$ cat src/pioc_pkg.sv
// package for the programmable i/o cell: register map, field layouts,
// mode encodings and reset values.
// assumes a single 32-bit register word per offset on the plain port.
package pioc_pkg;

  // ------------------------------------------------------------------
  // register map
  // ------------------------------------------------------------------
  localparam int          ADDR_W      = 4;
  localparam int          DATA_W      = 32;
  localparam logic [3:0]  OFF_CTRL    = 4'h0;
  localparam logic [3:0]  OFF_IN_CFG  = 4'h4;
  localparam logic [3:0]  OFF_OUT_CFG = 4'h8;
  localparam logic [3:0]  OFF_STATUS  = 4'hc;

  // ctrl word
  localparam int          CTRL_DONE_BIT = 0;

  // status word bit positions
  localparam int ST_DONE   = 0;
  localparam int ST_ZH_OK  = 1;
  localparam int ST_PAD    = 2;
  localparam int ST_IN_Q   = 3;
  localparam int ST_FZ_LAT = 4;
  localparam int ST_OUT_Q  = 5;
  localparam int ST_TS_Q   = 6;
  localparam int ST_PAD_O  = 7;
  localparam int ST_OE_B   = 8;

  // ------------------------------------------------------------------
  // mode encodings
  // ------------------------------------------------------------------
  typedef enum logic [1:0] {
    IN_DIRECT, IN_LATCH, IN_FF, IN_FAST_ZH
  } pioc_in_mode_e;
  typedef enum logic [1:0] {PULL_UP, PULL_DOWN, PULL_NONE} pioc_pull_e;
  typedef enum logic [1:0] {SPD_FAST, SPD_SLEWLIM, SPD_SINKLIM} pioc_speed_e;
  typedef enum logic [1:0] {SRC_FIRST, SRC_SECOND, SRC_HIGH, SRC_LOW} pioc_src_e;
  typedef enum logic [1:0] {CE_HIGH, CE_LOW, CE_ALWAYS} pioc_ce_e;
  typedef enum logic [1:0] {TS_HIGH, TS_LOW, TS_ALWAYS} pioc_ts_e;
  typedef enum logic [2:0] {
    PAD_ROUTE_FIRST, PAD_ROUTE_SECOND, PAD_FLOP,
    PAD_DIRECT_PHASE, PAD_REG_MUX_FIRST, PAD_REG_MUX_SECOND
  } pioc_pad_sel_e;

  // ------------------------------------------------------------------
  // configuration words (first field is the most significant)
  // ------------------------------------------------------------------
  typedef struct packed {
    pioc_pull_e    pull;
    logic          ce_always;
    logic          lsr_over_ce;
    logic          ce_inv;
    logic          gsr_en;
    logic          lsr_val;
    logic          lsr_sync;
    logic          lsr_inv;
    logic          lsr_en;
    logic          swap;
    logic          spine_sel;
    logic          clk_inv;
    logic          delay_en;
    pioc_in_mode_e mode;
  } pioc_in_cfg_s;

  typedef struct packed {
    pioc_speed_e   speed;
    logic          open_drain;
    logic          ts_reg;
    pioc_ts_e      ts_mode;
    logic          out_inv;
    pioc_pad_sel_e pad_sel;
    logic          lsr_over_ce;
    pioc_ce_e      ce_mode;
    logic          gsr_en;
    logic          lsr_val;
    logic          lsr_sync;
    logic          lsr_inv;
    logic          lsr_en;
    logic          clk_inv;
    logic          clk_sel;
    logic          d_inv;
    pioc_src_e     src;
  } pioc_out_cfg_s;

  localparam int            IN_CFG_W    = $bits(pioc_in_cfg_s);
  localparam int            OUT_CFG_W   = $bits(pioc_out_cfg_s);
  localparam pioc_in_cfg_s  IN_CFG_RST  = pioc_in_cfg_s'(0);
  localparam pioc_out_cfg_s OUT_CFG_RST = pioc_out_cfg_s'(0);

  // fabric-side signals
  typedef struct packed {
    logic out_first;
    logic out_second;
    logic tristate;
    logic in_clk_en;
    logic out_clk_en;
    logic local_set_reset;
    logic gsr_b;
  } pioc_fabric_s;

endpackage

$ cat src/pioc_cell.sv
// programmable i/o cell datapath: input capture and demultiplexing,
// output flop with phase multiplexing, 3-state and open-drain control.
// assumes pad and cell clocks arrive asynchronously to sys_clk_i and
// are oversampled; fabric signals are on sys_clk_i.
//
// What this block does
// - delayed input is captured by flop or latch on the system clock
// - zero-hold guaranteed only when the spine clock source is selected
// - fast zero-hold: fast-clock latch feeds the system-clock input flop
// - demux: pad goes to input register and straight to second path
// - latch holds at falling edge, feeds first path for next rising edge
// - demux register may be flop instead of latch; paths can swap
// - before configuration: slew-limited outputs, input pull-up on
// - an output not driven by configuration stays high impedance
// - output data invertible; enable active-high, active-low or always
// - 3-state control registered or combinational by configuration
// - open drain: data drives enable, pad only low or released
// - two fabric outputs both reach the output data logic
// - output flop has local set/reset, sync or async, and clock enable
// - clock enable over set/reset or set/reset over clock enable
// - output flop clocked by system clock or fast edge clock
// - output flop data: first, second, high or low, optional invert
// - direct phase mux: first while clock low, second while high
// - registered mux: flop value shown in phase after active edge
// - second-path mux: first registered; flop high phase, second low
// - input register: clock sense, set/reset sense, priority, global
// - input delay acts on both routing paths, not the clock route
//
// Design decisions made here: the register offsets and strobed register access.
`timescale 1ns/1ps
`default_nettype none

module pioc_cell
  import pioc_pkg::*;
(
  input  wire logic              sys_clk_i,
  input  wire logic              rst_b_i,
  // register port
  input  wire logic [ADDR_W-1:0] reg_addr_i,
  input  wire logic [DATA_W-1:0] reg_wdata_i,
  input  wire logic              reg_wr_i,
  input  wire logic              reg_rd_i,
  output logic      [DATA_W-1:0] reg_rdata_o,
  // pad and cell clocks, asynchronous
  input  wire logic              pad_i,
  input  wire logic              spine_clk_i,
  input  wire logic              general_clk_i,
  input  wire logic              fast_edge_clock_i,
  output logic                   pad_o,
  output logic                   pad_oe_b_o,
  output logic                   pull_up_o,
  output logic                   pull_down_o,
  output pioc_speed_e            slew_mode_o,
  // fabric side
  input  wire pioc_fabric_s      fabric_i,
  output logic                   route_in_first_o,
  output logic                   route_in_second_o,
  output logic                   clock_route_o
);

  // ------------------------------------------------------------------
  // shared register update
  // ------------------------------------------------------------------
  // one cell register: global set/reset, local set/reset with priority
  // against clock enable, synchronous or immediate
  function automatic logic reg_next(input logic q,
                                    input logic d,
                                    input logic edge_ok,
                                    input logic ce,
                                    input logic local_set_reset,
                                    input logic sync,
                                    input logic lsr_over,
                                    input logic val,
                                    input logic global_set_reset);
    logic lsr_ok;
    lsr_ok = local_set_reset && (lsr_over || ce);
    if (global_set_reset)
      return val;
    if (lsr_ok && !sync)
      return val;
    if (edge_ok && lsr_ok)
      return val;
    if (edge_ok && ce)
      return d;
    return q;
  endfunction

  // ------------------------------------------------------------------
  // registers
  // ------------------------------------------------------------------
  logic          done;
  pioc_in_cfg_s  in_cfg;
  pioc_out_cfg_s out_cfg;
  logic [DATA_W-1:0] status;

  always_ff @(posedge sys_clk_i or negedge rst_b_i) begin
    if (!rst_b_i) begin
      done    <= 1'b0;
      in_cfg  <= IN_CFG_RST;
      out_cfg <= OUT_CFG_RST;
    end else if (reg_wr_i) begin
      unique case (reg_addr_i)
        OFF_CTRL:    done    <= reg_wdata_i[CTRL_DONE_BIT];
        OFF_IN_CFG:  in_cfg  <= pioc_in_cfg_s'(reg_wdata_i[IN_CFG_W-1:0]);
        OFF_OUT_CFG: out_cfg <= pioc_out_cfg_s'(reg_wdata_i[OUT_CFG_W-1:0]);
        default: ;
      endcase
    end
  end

  // unmapped offsets read as zero, and read data is zero in cycles without a read
  always_ff @(posedge sys_clk_i or negedge rst_b_i) begin
    if (!rst_b_i) begin
      reg_rdata_o <= '0;
    end else if (reg_rd_i) begin
      unique case (reg_addr_i)
        OFF_CTRL:    reg_rdata_o <= DATA_W'(done);
        OFF_IN_CFG:  reg_rdata_o <= DATA_W'(in_cfg);
        OFF_OUT_CFG: reg_rdata_o <= DATA_W'(out_cfg);
        OFF_STATUS:  reg_rdata_o <= status;
        default:     reg_rdata_o <= '0;
      endcase
    end else begin
      reg_rdata_o <= '0;
    end
  end

  // ------------------------------------------------------------------
  // synchronisers
  // ------------------------------------------------------------------
  // order: pad, spine, general, fast
  logic [3:0] sync_a;
  logic [3:0] sync_b;

  always_ff @(posedge sys_clk_i or negedge rst_b_i) begin
    if (!rst_b_i) begin
      sync_a <= '0;
      sync_b <= '0;
    end else begin
      sync_a <= {fast_edge_clock_i, general_clk_i, spine_clk_i, pad_i};
      sync_b <= sync_a;
    end
  end

  logic pad_s;
  logic fast_s;
  logic sys_sel;
  assign pad_s   = sync_b[0];
  assign fast_s  = sync_b[3];
  assign sys_sel = in_cfg.spine_sel ? sync_b[1] : sync_b[2];

  // ------------------------------------------------------------------
  // clock edges
  // ------------------------------------------------------------------
  logic in_clk;
  logic in_clk_q;
  logic in_rise;
  logic out_clk;
  logic out_clk_q;
  logic out_rise;

  assign in_clk  = sys_sel ^ in_cfg.clk_inv;
  assign out_clk = (out_cfg.clk_sel ? fast_s : sys_sel)
                   ^ out_cfg.clk_inv;
  assign in_rise  = in_clk & ~in_clk_q;
  assign out_rise = out_clk & ~out_clk_q;

  always_ff @(posedge sys_clk_i or negedge rst_b_i) begin
    if (!rst_b_i) begin
      in_clk_q  <= 1'b0;
      out_clk_q <= 1'b0;
    end else begin
      in_clk_q  <= in_clk;
      out_clk_q <= out_clk;
    end
  end

  // ------------------------------------------------------------------
  // input path
  // ------------------------------------------------------------------
  // the delay stage trades setup time for zero hold, guaranteed only with the spine clock and a registered input mode
  logic pad_dly;
  logic route_data;

  always_ff @(posedge sys_clk_i or negedge rst_b_i) begin
    if (!rst_b_i)
      pad_dly <= 1'b0;
    else
      pad_dly <= pad_s;
  end

  assign route_data = in_cfg.delay_en ? pad_dly : pad_s;

  logic in_lsr;
  logic in_gsr;
  logic in_ce;
  logic in_edge;
  logic in_d;
  logic in_q;
  logic fz_latch;

  assign in_lsr = in_cfg.lsr_en & (fabric_i.local_set_reset ^ in_cfg.lsr_inv);
  assign in_gsr = in_cfg.gsr_en & ~fabric_i.gsr_b;
  // clock enable is meaningless for a latch
  assign in_ce  = (in_cfg.mode == IN_LATCH) | in_cfg.ce_always
                | (fabric_i.in_clk_en ^ in_cfg.ce_inv);
  // latch is open while its clock is high, so it holds from the fall
  assign in_edge = (in_cfg.mode == IN_LATCH) ? in_clk : in_rise;
  assign in_d    = (in_cfg.mode == IN_FAST_ZH) ? fz_latch
                                               : route_data;

  // fast capture latch open while the fast edge clock is high
  always_ff @(posedge sys_clk_i or negedge rst_b_i) begin
    if (!rst_b_i)
      fz_latch <= 1'b0;
    else if (fast_s)
      fz_latch <= route_data;
  end

  always_ff @(posedge sys_clk_i or negedge rst_b_i) begin
    if (!rst_b_i)
      in_q <= 1'b0;
    else if (in_cfg.mode != IN_DIRECT)
      in_q <= reg_next(in_q, in_d, in_edge, in_ce, in_lsr,
                       in_cfg.lsr_sync, in_cfg.lsr_over_ce,
                       in_cfg.lsr_val, in_gsr);
  end

  logic first_raw;
  logic second_raw;
  logic zh_ok;

  assign first_raw  = (in_cfg.mode == IN_DIRECT) ? route_data : in_q;
  assign second_raw = route_data;
  assign zh_ok = in_cfg.spine_sel
               & ((in_cfg.delay_en & (in_cfg.mode != IN_DIRECT))
                  | (in_cfg.mode == IN_FAST_ZH));

  always_ff @(posedge sys_clk_i or negedge rst_b_i) begin
    if (!rst_b_i) begin
      route_in_first_o  <= 1'b0;
      route_in_second_o <= 1'b0;
      clock_route_o     <= 1'b0;
    end else begin
      route_in_first_o  <= in_cfg.swap ? second_raw : first_raw;
      route_in_second_o <= in_cfg.swap ? first_raw : second_raw;
      clock_route_o     <= pad_s;
    end
  end

  // ------------------------------------------------------------------
  // output flop and 3-state flop
  // ------------------------------------------------------------------
  logic out_lsr;
  logic out_gsr;
  logic out_ce;
  logic out_d;
  logic out_q;
  logic ts_raw;
  logic ts_q;

  assign out_lsr = out_cfg.lsr_en
                 & (fabric_i.local_set_reset ^ out_cfg.lsr_inv);
  assign out_gsr = out_cfg.gsr_en & ~fabric_i.gsr_b;

  always_comb begin
    unique case (out_cfg.ce_mode)
      CE_HIGH: out_ce = fabric_i.out_clk_en;
      CE_LOW:  out_ce = ~fabric_i.out_clk_en;
      default: out_ce = 1'b1;
    endcase
  end

  always_comb begin
    unique case (out_cfg.src)
      SRC_FIRST:  out_d = fabric_i.out_first;
      SRC_SECOND: out_d = fabric_i.out_second;
      SRC_HIGH:   out_d = 1'b1;
      default:    out_d = 1'b0;
    endcase
    if (out_cfg.pad_sel == PAD_REG_MUX_SECOND)
      out_d = fabric_i.out_first;
    out_d = out_d ^ out_cfg.d_inv;
  end

  always_ff @(posedge sys_clk_i or negedge rst_b_i) begin
    if (!rst_b_i)
      out_q <= 1'b0;
    else
      out_q <= reg_next(out_q, out_d, out_rise, out_ce, out_lsr,
                        out_cfg.lsr_sync, out_cfg.lsr_over_ce,
                        out_cfg.lsr_val, out_gsr);
  end

  always_comb begin
    unique case (out_cfg.ts_mode)
      TS_HIGH: ts_raw = fabric_i.tristate;
      TS_LOW:  ts_raw = ~fabric_i.tristate;
      default: ts_raw = 1'b1;
    endcase
  end

  always_ff @(posedge sys_clk_i or negedge rst_b_i) begin
    if (!rst_b_i)
      ts_q <= 1'b0;
    else
      ts_q <= reg_next(ts_q, ts_raw, out_rise, out_ce, out_lsr,
                       out_cfg.lsr_sync, out_cfg.lsr_over_ce,
                       out_cfg.lsr_val, out_gsr);
  end

  // ------------------------------------------------------------------
  // pad multiplexing and drive
  // ------------------------------------------------------------------
  logic mux_data;
  logic pad_data;
  logic drive_en;
  logic next_pad;
  logic next_oe_b;

  // phase mux follows the sampled clock level, so each half period is
  // seen two system cycles late; this bounds the usable cell clock rate
  always_comb begin
    unique case (out_cfg.pad_sel)
      PAD_ROUTE_FIRST:    mux_data = fabric_i.out_first;
      PAD_ROUTE_SECOND:   mux_data = fabric_i.out_second;
      PAD_FLOP:           mux_data = out_q;
      PAD_DIRECT_PHASE:   mux_data = out_clk ? fabric_i.out_second
                                             : fabric_i.out_first;
      PAD_REG_MUX_FIRST:  mux_data = out_clk ? out_q
                                             : fabric_i.out_first;
      PAD_REG_MUX_SECOND: mux_data = out_clk ? out_q
                                             : fabric_i.out_second;
      default:            mux_data = 1'b0;
    endcase
  end

  assign pad_data = mux_data ^ out_cfg.out_inv;

  always_comb begin
    if (!done) begin
      next_pad = 1'b0;
      drive_en = 1'b0;
    end else if (out_cfg.open_drain) begin
      next_pad = 1'b0;
      drive_en = ~pad_data;
    end else begin
      next_pad = pad_data;
      drive_en = out_cfg.ts_reg ? ts_q : ts_raw;
    end
    next_oe_b = ~drive_en;
  end

  always_ff @(posedge sys_clk_i or negedge rst_b_i) begin
    if (!rst_b_i) begin
      pad_o       <= 1'b0;
      pad_oe_b_o  <= 1'b1;
      pull_up_o   <= 1'b1;
      pull_down_o <= 1'b0;
      slew_mode_o <= SPD_SLEWLIM;
    end else begin
      pad_o       <= next_pad;
      pad_oe_b_o  <= next_oe_b;
      pull_up_o   <= ~done | (in_cfg.pull == PULL_UP);
      pull_down_o <= done & (in_cfg.pull == PULL_DOWN);
      slew_mode_o <= done ? out_cfg.speed : SPD_SLEWLIM;
    end
  end

  // ------------------------------------------------------------------
  // status
  // ------------------------------------------------------------------
  always_comb begin
    status            = '0;
    status[ST_DONE]   = done;
    status[ST_ZH_OK]  = zh_ok;
    status[ST_PAD]    = pad_s;
    status[ST_IN_Q]   = in_q;
    status[ST_FZ_LAT] = fz_latch;
    status[ST_OUT_Q]  = out_q;
    status[ST_TS_Q]   = ts_q;
    status[ST_PAD_O]  = pad_o;
    status[ST_OE_B]   = pad_oe_b_o;
  end

endmodule

`default_nettype wire

$ cat config.mk
export PLATFORM = sky130hd
export DESIGN_NAME = pioc_cell
export DESIGN_NICKNAME = d
export VERILOG_FILES = /design/src/pioc_pkg.sv /design/src/pioc_cell.sv
export SDC_FILE = /design/constraint.sdc
export NUM_CORES = 1
export LEC_CHECK = 0
export ABC_AREA = 1
export BUFFER_PORTS_ARGS = -buffer_cell sky130_fd_sc_hd__buf_2
export CORE_ASPECT_RATIO = 1.2
export CORE_MARGIN = 4
export CORE_UTILIZATION = 50
export CTS_CLUSTER_SIZE = 16
export DETAILED_ROUTE_END_ITERATION = 7
export GPL_TIMING_DRIVEN = 0
export PLACE_DENSITY = 0.75
export SYNTH_ARGS = -nofsm -noshare
export SYNTH_HDL_FRONTEND = slang
export SYNTH_SLANG_ARGS = --single-unit
$ cat constraint.sdc
create_clock -name sys_clk_i -period 1.7 [get_ports sys_clk_i]
set_input_delay 0.255 -clock sys_clk_i [delete_from_list [all_inputs] [get_ports sys_clk_i]]
set_output_delay 0.255 -clock sys_clk_i [all_outputs]
set_load 0.005 [all_outputs]
Word level (Yosys, flattened, before mapping) --
Cells that the tools add are included.
Storage, ports and cells: register bits after elaboration 95, bits in latches 0, memory bits (writable) 0, bits in read-only memories 0, bits of input ports 51, memories 0
Cells by class: $add $sub $neg 0, multiply operators 0, div/mod/pow operators 0, magnitude comparators 0, eq/ne operators 15, shift operators 0, muxes and demuxes 69, bitwise logic cells 28, reduce and logical (&&, ||, !) cells 26
Operator list (number):
- $pmux W23 S4 | 1
- $mux W1 | 62
- $mux W32 | 1
- $eq A2 B1 Y1 const B | 5
- $logic_not A2 Y1 | 5
- $and A1 B1 Y1 | 9
- $eq A4 B4 Y1 const B | 2
- $logic_and A1 B1 Y1 | 8
- $not A1 Y1 | 8
- $reduce_and A2 Y1 | 4
- $reduce_bool A4 Y1 | 2
- $xor A1 B1 Y1 | 7
- $eq A3 B2 Y1 const B | 2
- $eq A3 B3 Y1 const B | 2
- $pmux W1 S6 | 1
- $eq A2 B2 Y1 const B | 2
- $eq A4 B3 Y1 const B | 1
- $logic_not A4 Y1 | 1
- $or A1 B1 Y1 | 4
- $pmux W1 S2 | 2
- $eq A3 B1 Y1 const B | 1
- $logic_not A3 Y1 | 1
- $pmux W1 S3 | 1
- $logic_not A1 Y1 | 2
- other kinds (3) | 4

Depth between registers and ports, before layout --
Gate-level depths: netlist of run 1.
depth in word-level cells 20, gate-level depth with buffers 11

Worst setup path before layout of run 1 --
Ideal clock, no wire load.
kind register to register, start reg in_cfg[4] (netlist name), end reg in_q, library setup time 0.116 ns, arrival 1.207 ns, setup slack 0.377 ns, stages on the path, launching flop included 12, clock period less this slack 1.323 ns, path through dfrtp_1 -> inv_2 -> nand2_2 -> nand2_2 -> xor2_2 -> nand2_1 -> a21oi_2 -> nor2_1 -> o21ai_2 -> nand2_1 -> nand2_1 -> nand2_1
Between the ends: longest elaborated chain between the ends 12, elaborated cells on any way between the ends 23, those cells by class mux: 17; bitwise: 2; reduce/logical: 4
RTL lines:
- start: declaration | line pioc_cell.sv:92 | pioc_in_cfg_s in_cfg;
- start signal: assignment | line pioc_cell.sv:104 | OFF_IN_CFG: in_cfg <= pioc_in_cfg_s'(reg_wdata_i[IN_CFG_W-1:0]);
- $mux W1 * | line pioc_cell.sv:150 | assign sys_sel = in_cfg.spine_sel ? sync_b[1] : sync_b[2];
- $xor A1 B1 Y1 * | line pioc_cell.sv:162 | assign in_clk = sys_sel ^ in_cfg.clk_inv;
- named net in_clk | line pioc_cell.sv:155 | logic in_clk;
- $and A1 B1 Y1 | line pioc_cell.sv:165 | assign in_rise = in_clk & ~in_clk_q;
- $mux W1 * | line pioc_cell.sv:208 | assign in_edge = (in_cfg.mode == IN_LATCH) ? in_clk : in_rise;
- $logic_and A1 B1 Y1, on equally long branches | line pioc_cell.sv:83, pioc_cell.sv:81
- $mux W1, on equally long branches (2 in a row) | line pioc_cell.sv:83, pioc_cell.sv:81
- $mux W1, on equally long branches | line pioc_cell.sv:81, pioc_cell.sv:79
- $mux W1, on equally long branches | line pioc_cell.sv:79, pioc_cell.sv:223
- $mux W1, on equally long branches | line pioc_cell.sv:223, pioc_cell.sv:83
- $reduce_bool A4 Y1 (no line) or $mux W1 (tied branches)
- $reduce_and A2 Y1 (no line) or $mux W1 (tied branches)
- end signal: assignment | line pioc_cell.sv:224 | in_q <= reg_next(in_q, in_d, in_edge, in_ce, in_lsr,
- end: declaration | line pioc_cell.sv:199 | logic in_q;
The timed path passes the listed nets; every way through them passes the cells marked *. The select of a mux whose other input is x is not followed. A chain may end at the register's enable or synchronous reset.

Worst setup path after layout of run 1 --
start reg in_cfg[4] (netlist name), end reg out_q
Between the ends: longest elaborated chain between the ends 11, elaborated cells on any way between the ends 20, those cells by class mux: 15; bitwise: 2; reduce/logical: 3
RTL lines:
- $mux W1 * | line pioc_cell.sv:150
- $mux W1 * | line pioc_cell.sv:163 | assign out_clk = (out_cfg.clk_sel ? fast_s : sys_sel)
- $xor A1 B1 Y1 * | line pioc_cell.sv:164 | ^ out_cfg.clk_inv;
- $and A1 B1 Y1 * | line pioc_cell.sv:166 | assign out_rise = out_clk & ~out_clk_q;
- $logic_and A1 B1 Y1 | line pioc_cell.sv:81 | if (edge_ok && lsr_ok)
- $mux W1 | line pioc_cell.sv:81
- $mux W1, on equally long branches | line pioc_cell.sv:83, pioc_cell.sv:81
- $mux W1, on equally long branches | line pioc_cell.sv:85, pioc_cell.sv:79
- $mux W1 | line pioc_cell.sv:83 | if (edge_ok && ce)
- $mux W1 | line pioc_cell.sv:81
- $mux W1 | line pioc_cell.sv:79 | if (lsr_ok && !sync)
- end signal: assignment | line pioc_cell.sv:290 | out_q <= reg_next(out_q, out_d, out_rise, out_ce, out_lsr,
- end: declaration | line pioc_cell.sv:258 | logic out_q;
Every way passes the cells marked *; elsewhere a longest branch is shown, timed or not. The select of a mux whose other input is x is not followed.

==> impl_metrics.yaml, run 1 <==
status:
  run_status: "finished, final reports clean"
placed_design:
  io_buffers: 72
  gp_congestion: 0.910
  placed_cells: 612
  dp_hpwl_mm: 6.80
detailed_routing:
  dr.pass1.iters: 4
  vias: 3163
  post_drt_wl_per_cell_um: 14.7
  drtAntennaViolNets: 0
  met3WireLength_um: 585
  dr.first_iter.drc_count: 287
  topRoutingLayerUsed: "met4"
  wl_met1_mm: 3.91
  routed-wl-met2_mm: 4.62
  avgViaCountPerCell: 5.00
  drc: 0
  routed_wl_mm: 9.32
clocking:
  cts_sinks: 86
  worstSkewPairLatency_ps: 360
  cts_setup_buffers: 0
  clkTransAtPathRegs_ps: 80
  root_buffer: "clkbuf_8"
  h-tree-depth: 3
  clock_path_buffers: 2
  cts_tree: "built"
  numCtsBuffers: 9
cells_and_area:
  layout_common_cells: "129 x nand2_1, 83 x dfrtp_1, 73 x buf_2"
  final_cell_count_no_fill: 632
  mostFrequentLayoutCell: "nand2_1"
  area_growth_pct: 20.9
  drive_gt1_share_pct: 24.5
  antenna_cells: 0
  nNetsFinal: 588
min_path:
  whs_endpoint: "sync_a[1]"
  hp-start: "spine_clk_i"
  worst_hold_path.num_cells: 1
  hold_path.class: "in -> reg"
timing:
  fin_crit_ps: 1540
  fin_crit_sh_pct: 90.7
  relSlewSlack_pct: 60.8
  tns_ps: 0
  setup_viol: 0
  finalHoldViolations: 0
  grt_setup_unrepaired: "no"
  slew_violations: 0
  tightest_slew_ps: 588
  clock_skew_ps: 8.20
  timing.fmax_ghz: 0.649
logic_synthesis:
  postSynthCellCount: 441
  yosys_warnings: 0
  synth.avg_cell_area_um2: 8.66
  synth-seq-area-share_pct: 56.4
  ys_types: 33
  synthesis.area_um2: 3820
  ys_ff_latch: 86
grt:
  antenna_found_initial: 0
  grt_max_degree: 56
  overflow: 0
  grt_pass1_vias: 3096
  grt_util_all_layers_pct: 21.5
  grt_pass1_wl_mm: 15.0
floorplanning:
  core_um2: 7360
  ios: 92
  rows: 34
  die_w_um: 87.8
  die_y_um: 104
  start_util_pct: 51.9
  dieArea_um2: 9110
setup_path:
  r2r_cells: 11
  start_kind: "flip-flop"
  crit_start: "in_cfg[4]"
  critical_path_peak_fanout: 4
  cp-end-kind: "flip-flop"
  reg2reg_slack_ps: 160
  timing.rr.start: "in_cfg[4]"
  path_class: "reg -> reg"
  worst_ep_required_time_ps: 1940
  timing.rr.end: "out_q"
  crit_arrival_ps: 1780
power_and_ir_drop:
  p_total_uw: 5250
  switchingPower_uw: 1610
  p_int_uw: 3630
  p_comb_share_pct: 19.4
  pwr-share-seq_pct: 50.1
  peakVddDrop_mv: 0.599
  powerDensity_nw_per_um2: 1140
  leakage_uw: 0.00253
  p_sw_share_pct: 30.7
  p_clk_share_pct: 30.5
run:
  drv_cap: 0
[sequential cells by signal, indices dropped and copies added, names as in the netlist, 2 cells and up]
| name | cells |
|---|---|
| reg_rdata_o | 23 |
| out_cfg | 23 |
| slew_mode_o | 2 |
| sync_b | 4 |
| sync_a | 4 |
| in_cfg | 16 |
[per-stage QoR]
stage | setup slack [ps] | instance area (um^2) | hold WS (ps) | utilization (%)
2_1_floorplan | 377 | 3850 | -40.6 | -
3_3_place_gp | -299 | 4320 | 332 | 58.7
3_5_place_dp | 70.3 | 4350 | 224 | 59.1
4_1_cts | 141 | 4620 | 5.48 | 62.7
5_1_grt | 48.5 | 4620 | 4.41 | 62.8
6_report | 159 | 4620 | 12.1 | 62.8
[worst max path at each step]
| stage | to | depth (start not counted) |
|---|---|---|
| after floorplan | in_q | 11 |
| after global placement | reg_rdata_o[11] | 1 |
| after detailed placement | out_cfg[21] | 8 |
| after CTS | out_q | 11 |
| after global routing | out_q | 11 |
| final | out_q | 11 |
[worst max-delay path, stage by stage, from the launching register on]
cell and delay, ps:
dfrtp_1 420, inv_2 80, nand2_1 60, nand3_1 70, nand3_1 180, nand2_2 120
o21ai_1 130, nand2_1 80, nand2_1 80, inv_1 60, nand2_1 80, nand3_1 70
[cell type report]
cell class | count | area, um^2
repair buffers | 77 | 430
well taps | 90 | 113
fillers | 661 | 2740
clock inverters | 5 | 82.6
clock buffers | 11 | 141
flip-flops and latches | 86 | 2160
plain buffers | 19 | 141
inverters | 61 | 229
multi-input cells | 283 | 1330
[cell families (layout without fill, tap and decap cells)]
group,count (synthesis),in the layout,synth area share [%]
AO/OA/AOI/OAI,77,77,11.9
XOR/XNOR,2,2,0.655
buffers and inverters,80,173,9.70
flip-flops,86,86,56.4
other,1,9,0.0982
AND/OR/NAND/NOR,195,195,21.2
[layer usage]
layer | track usage (%) | vias to the layer above
met1 | 28.0 | 1498
met4 | 9.54 | 0
met3 | 4.05 | 15
met5 | 0 | -
met2 | 34.4 | 95
li1 | - | 1555
[Yosys cell counts]
library cell	n	share of area, %
nand2_1	130	13
dfrtp_1	83	54
inv_1	57	5.6
nor2_1	34	3.3
o21ai_0	28	3.7
nand3_1	17	2.2
o21ai_1	17	2.2
a21oi_1	12	1.6
buf_4	10	2.0
a21oi_2	8	1.8
buf_6	4	1.2
nand2_2	4	0.65
o21ai_2	4	0.92
clkbuf_1	3	0.29
dfstp_2	3	2.1
inv_2	3	0.29
o211ai_1	3	0.59
a221oi_1	2	0.46
buf_2	2	0.26
nand4_1	2	0.33
nor3_1	2	0.26
o221ai_1	2	0.46
clkinv_1	1	0.098
conb_1	1	0.098
nand2_4	1	0.29
nand3_2	1	0.26
nor2_2	1	0.16
nor2_4	1	0.29
nor3_4	1	0.43
o21bai_1	1	0.20
or2_0	1	0.16
xnor2_1	1	0.23
xor2_2	1	0.43
[timing repair]
action,in CTS,in global routing
hold endpoints to repair,34,0
hold buffers,4,0
resized for setup,0,1
setup endpoints to repair,0,1
[power by group through the flow]
stage	Sequential (uW)	Clock, uW	Combinational [uW]
floorplan	2590	0	677
global placement	2640	0	957
detailed placement	2660	0	1000
CTS	2620	1620	1020
global route	2660	1700	1170
finish	2630	1600	1020
Power figures use the tool's default switching activity.
==> run 2: changes to the inputs <==
--- a/config.mk
+++ b/config.mk
@@ -13,6 +13,7 @@
 export CTS_CLUSTER_SIZE = 16
 export DETAILED_ROUTE_END_ITERATION = 7
 export GPL_TIMING_DRIVEN = 0
+export MAX_ROUTING_LAYER = met4
 export PLACE_DENSITY = 0.75
 export SYNTH_ARGS = -nofsm -noshare
 export SYNTH_HDL_FRONTEND = slang
==> impl_metrics.yaml, run 2 (same netlist as run 1, synthesis figures left out) <==
floorplanning:
  start_util_pct: 51.9
  rows: 34
  ios: 92
  die_w_um: 87.8
  dieArea_um2: 9110
  core_um2: 7360
  die_y_um: 104
clocking:
  cts_sinks: 86
  cts_tree: "built"
  clock_path_buffers: 2
  root_buffer: "clkbuf_8"
  worstSkewPairLatency_ps: 350
  cts_resized: 0
  clkTransAtPathRegs_ps: 90
  numCtsBuffers: 9
  h-tree-depth: 3
  cts_hold_buf: 4
  cts_setup_buffers: 0
timing:
  grt_setup_unrepaired: "no"
  fin_crit_sh_pct: 89.0
  tightest_slew_ps: 578
  setup_viol: 0
  timing.fmax_ghz: 0.661
  slew_violations: 0
  relSlewSlack_pct: 61.5
  clock_skew_ps: 11.6
  fin_crit_ps: 1510
  finalHoldViolations: 0
power_and_ir_drop:
  p_total_uw: 5000
  p_comb_share_pct: 20.1
  p_sw_share_pct: 31.2
  leakage_uw: 0.00252
  p_int_uw: 3440
  pwr-share-seq_pct: 52.5
  switchingPower_uw: 1560
  peakVddDrop_mv: 0.716
  p_clk_share_pct: 27.4
  powerDensity_nw_per_um2: 1090
setup_path:
  slowest_stage: "dfrtp_1"
  start_kind: "flip-flop"
  crit_chain: "inv_1, nand3_1, nand3_1, nand2_1, o21ai_1, nand2_1, nand2_1, inv_1, nand2_1, nand3_1"
  cp-end-kind: "flip-flop"
  crit_arrival_ps: 1750
  critical_path_peak_fanout: 4
  worst_ep_required_time_ps: 1940
  path_buf_inv: 2
  crit_family: "simple AND/OR/NAND/NOR gates"
  critPathMaxStageDelay_ps: 420
  crit_top_cell: "nand2_1"
  path_class: "reg -> reg"
placed_design:
  dp_hpwl_mm: 6.80
  gp_congestion: 0.918
  io_buffers: 72
  placed_cell_area_um2: 4350
  placed_cells: 612
cells_and_area:
  final_util_pct: 62.2
  antenna_cells: 0
  nFillCells: 655
  mostFrequentLayoutCell: "nand2_1"
  final_cell_count_no_fill: 632
  top_regs: "out_cfg (23), reg_rdata_o (23), in_cfg (16)"
  nNetsFinal: 588
  layout_common_cells: "130 x nand2_1, 83 x dfrtp_1, 73 x buf_2"
  design_area_um2: 4580
  drive_gt1_share_pct: 24.0
  area_growth_pct: 19.8
detailed_routing:
  drc: 0
  post_drt_wl_per_cell_um: 14.6
  routed_wl_mm: 9.20
  dr.first_iter.drc_count: 258
  avgViaCountPerCell: 5.09
  dr.pass1.iters: 5
  drtAntennaViolNets: 0
  vias: 3220
run:
  drv_cap: 0
grt:
  grt_pass1_vias: 3154
  grt_max_degree: 53
  grt_pass1_wl_mm: 15.3
  grt_util_all_layers_pct: 22.1
  antenna_found_initial: 0
  overflow: 0
min_path:
  hold_path.class: "in -> reg"
status:
  run_status: "finished, final reports clean"
run 2: cell count changes in the layout (fill, tap and decap cells not counted), sizes merged:
cell / delta
clkinv: +3
bufinv: -1
clkbuf: +1
clkinvlp: -3
run 2: power groups by stage:
stage | registers, uW | logic [uW] | clock network [uW]
floorplan | 2590 | 677 | 0
finish | 2620 | 1000 | 1370
CTS | 2620 | 1010 | 1400
detailed placement | 2660 | 996 | 0
global placement | 2640 | 958 | 0
global route | 2660 | 1160 | 1490
run 2: final cells by class:
class	instances	area (um^2)	share of cell area [%]
sequential	86	2160	47.1
buffer	19	141	3.09
clock buffer	12	135	2.95
multi-input combinational	283	1320	28.9
inverter	61	229	5.00
tap	90	113	2.46
clock inverter	4	48.8	1.07
timing repair buffer	77	430	9.40
run 2: metrics by stage:
step	worst slack (ps)	setup TNS (ps)	hold slack (ps)
6_report	187	0	13.8
5_1_grt	19.5	0	2.83
4_1_cts	192	0	1.77
3_5_place_dp	71.9	0	243
3_3_place_gp	-293	-23710	332
2_1_floorplan	377	0	-40.6
run 2: layer usage:
layer	share of wire (%)	track usage (%)	wire length, um	vias up
li1	-	-	-	1552
met1	41	27.7	3750	1535
met2	51	34.8	4650	112
met3	6.2	4.77	572	21
met4	2.5	8.33	231	0
met5	0	-	0	-
run 2: worst paths after layout:
path	from	endpoint	slack (ps)	depth (start not counted)
worst max register to register	out_cfg[3]	out_q	190	10
max in group asynchronous	rst_b_i	pull_up_o	640	3
worst min register to register	sync_a[3]	sync_b[3]	350	0
worst min-delay path	spine_clk_i	sync_a[1]	10	1
worst max-delay path	out_cfg[3]	out_q	190	10
min in group asynchronous	rst_b_i	sync_b[1]	400	2
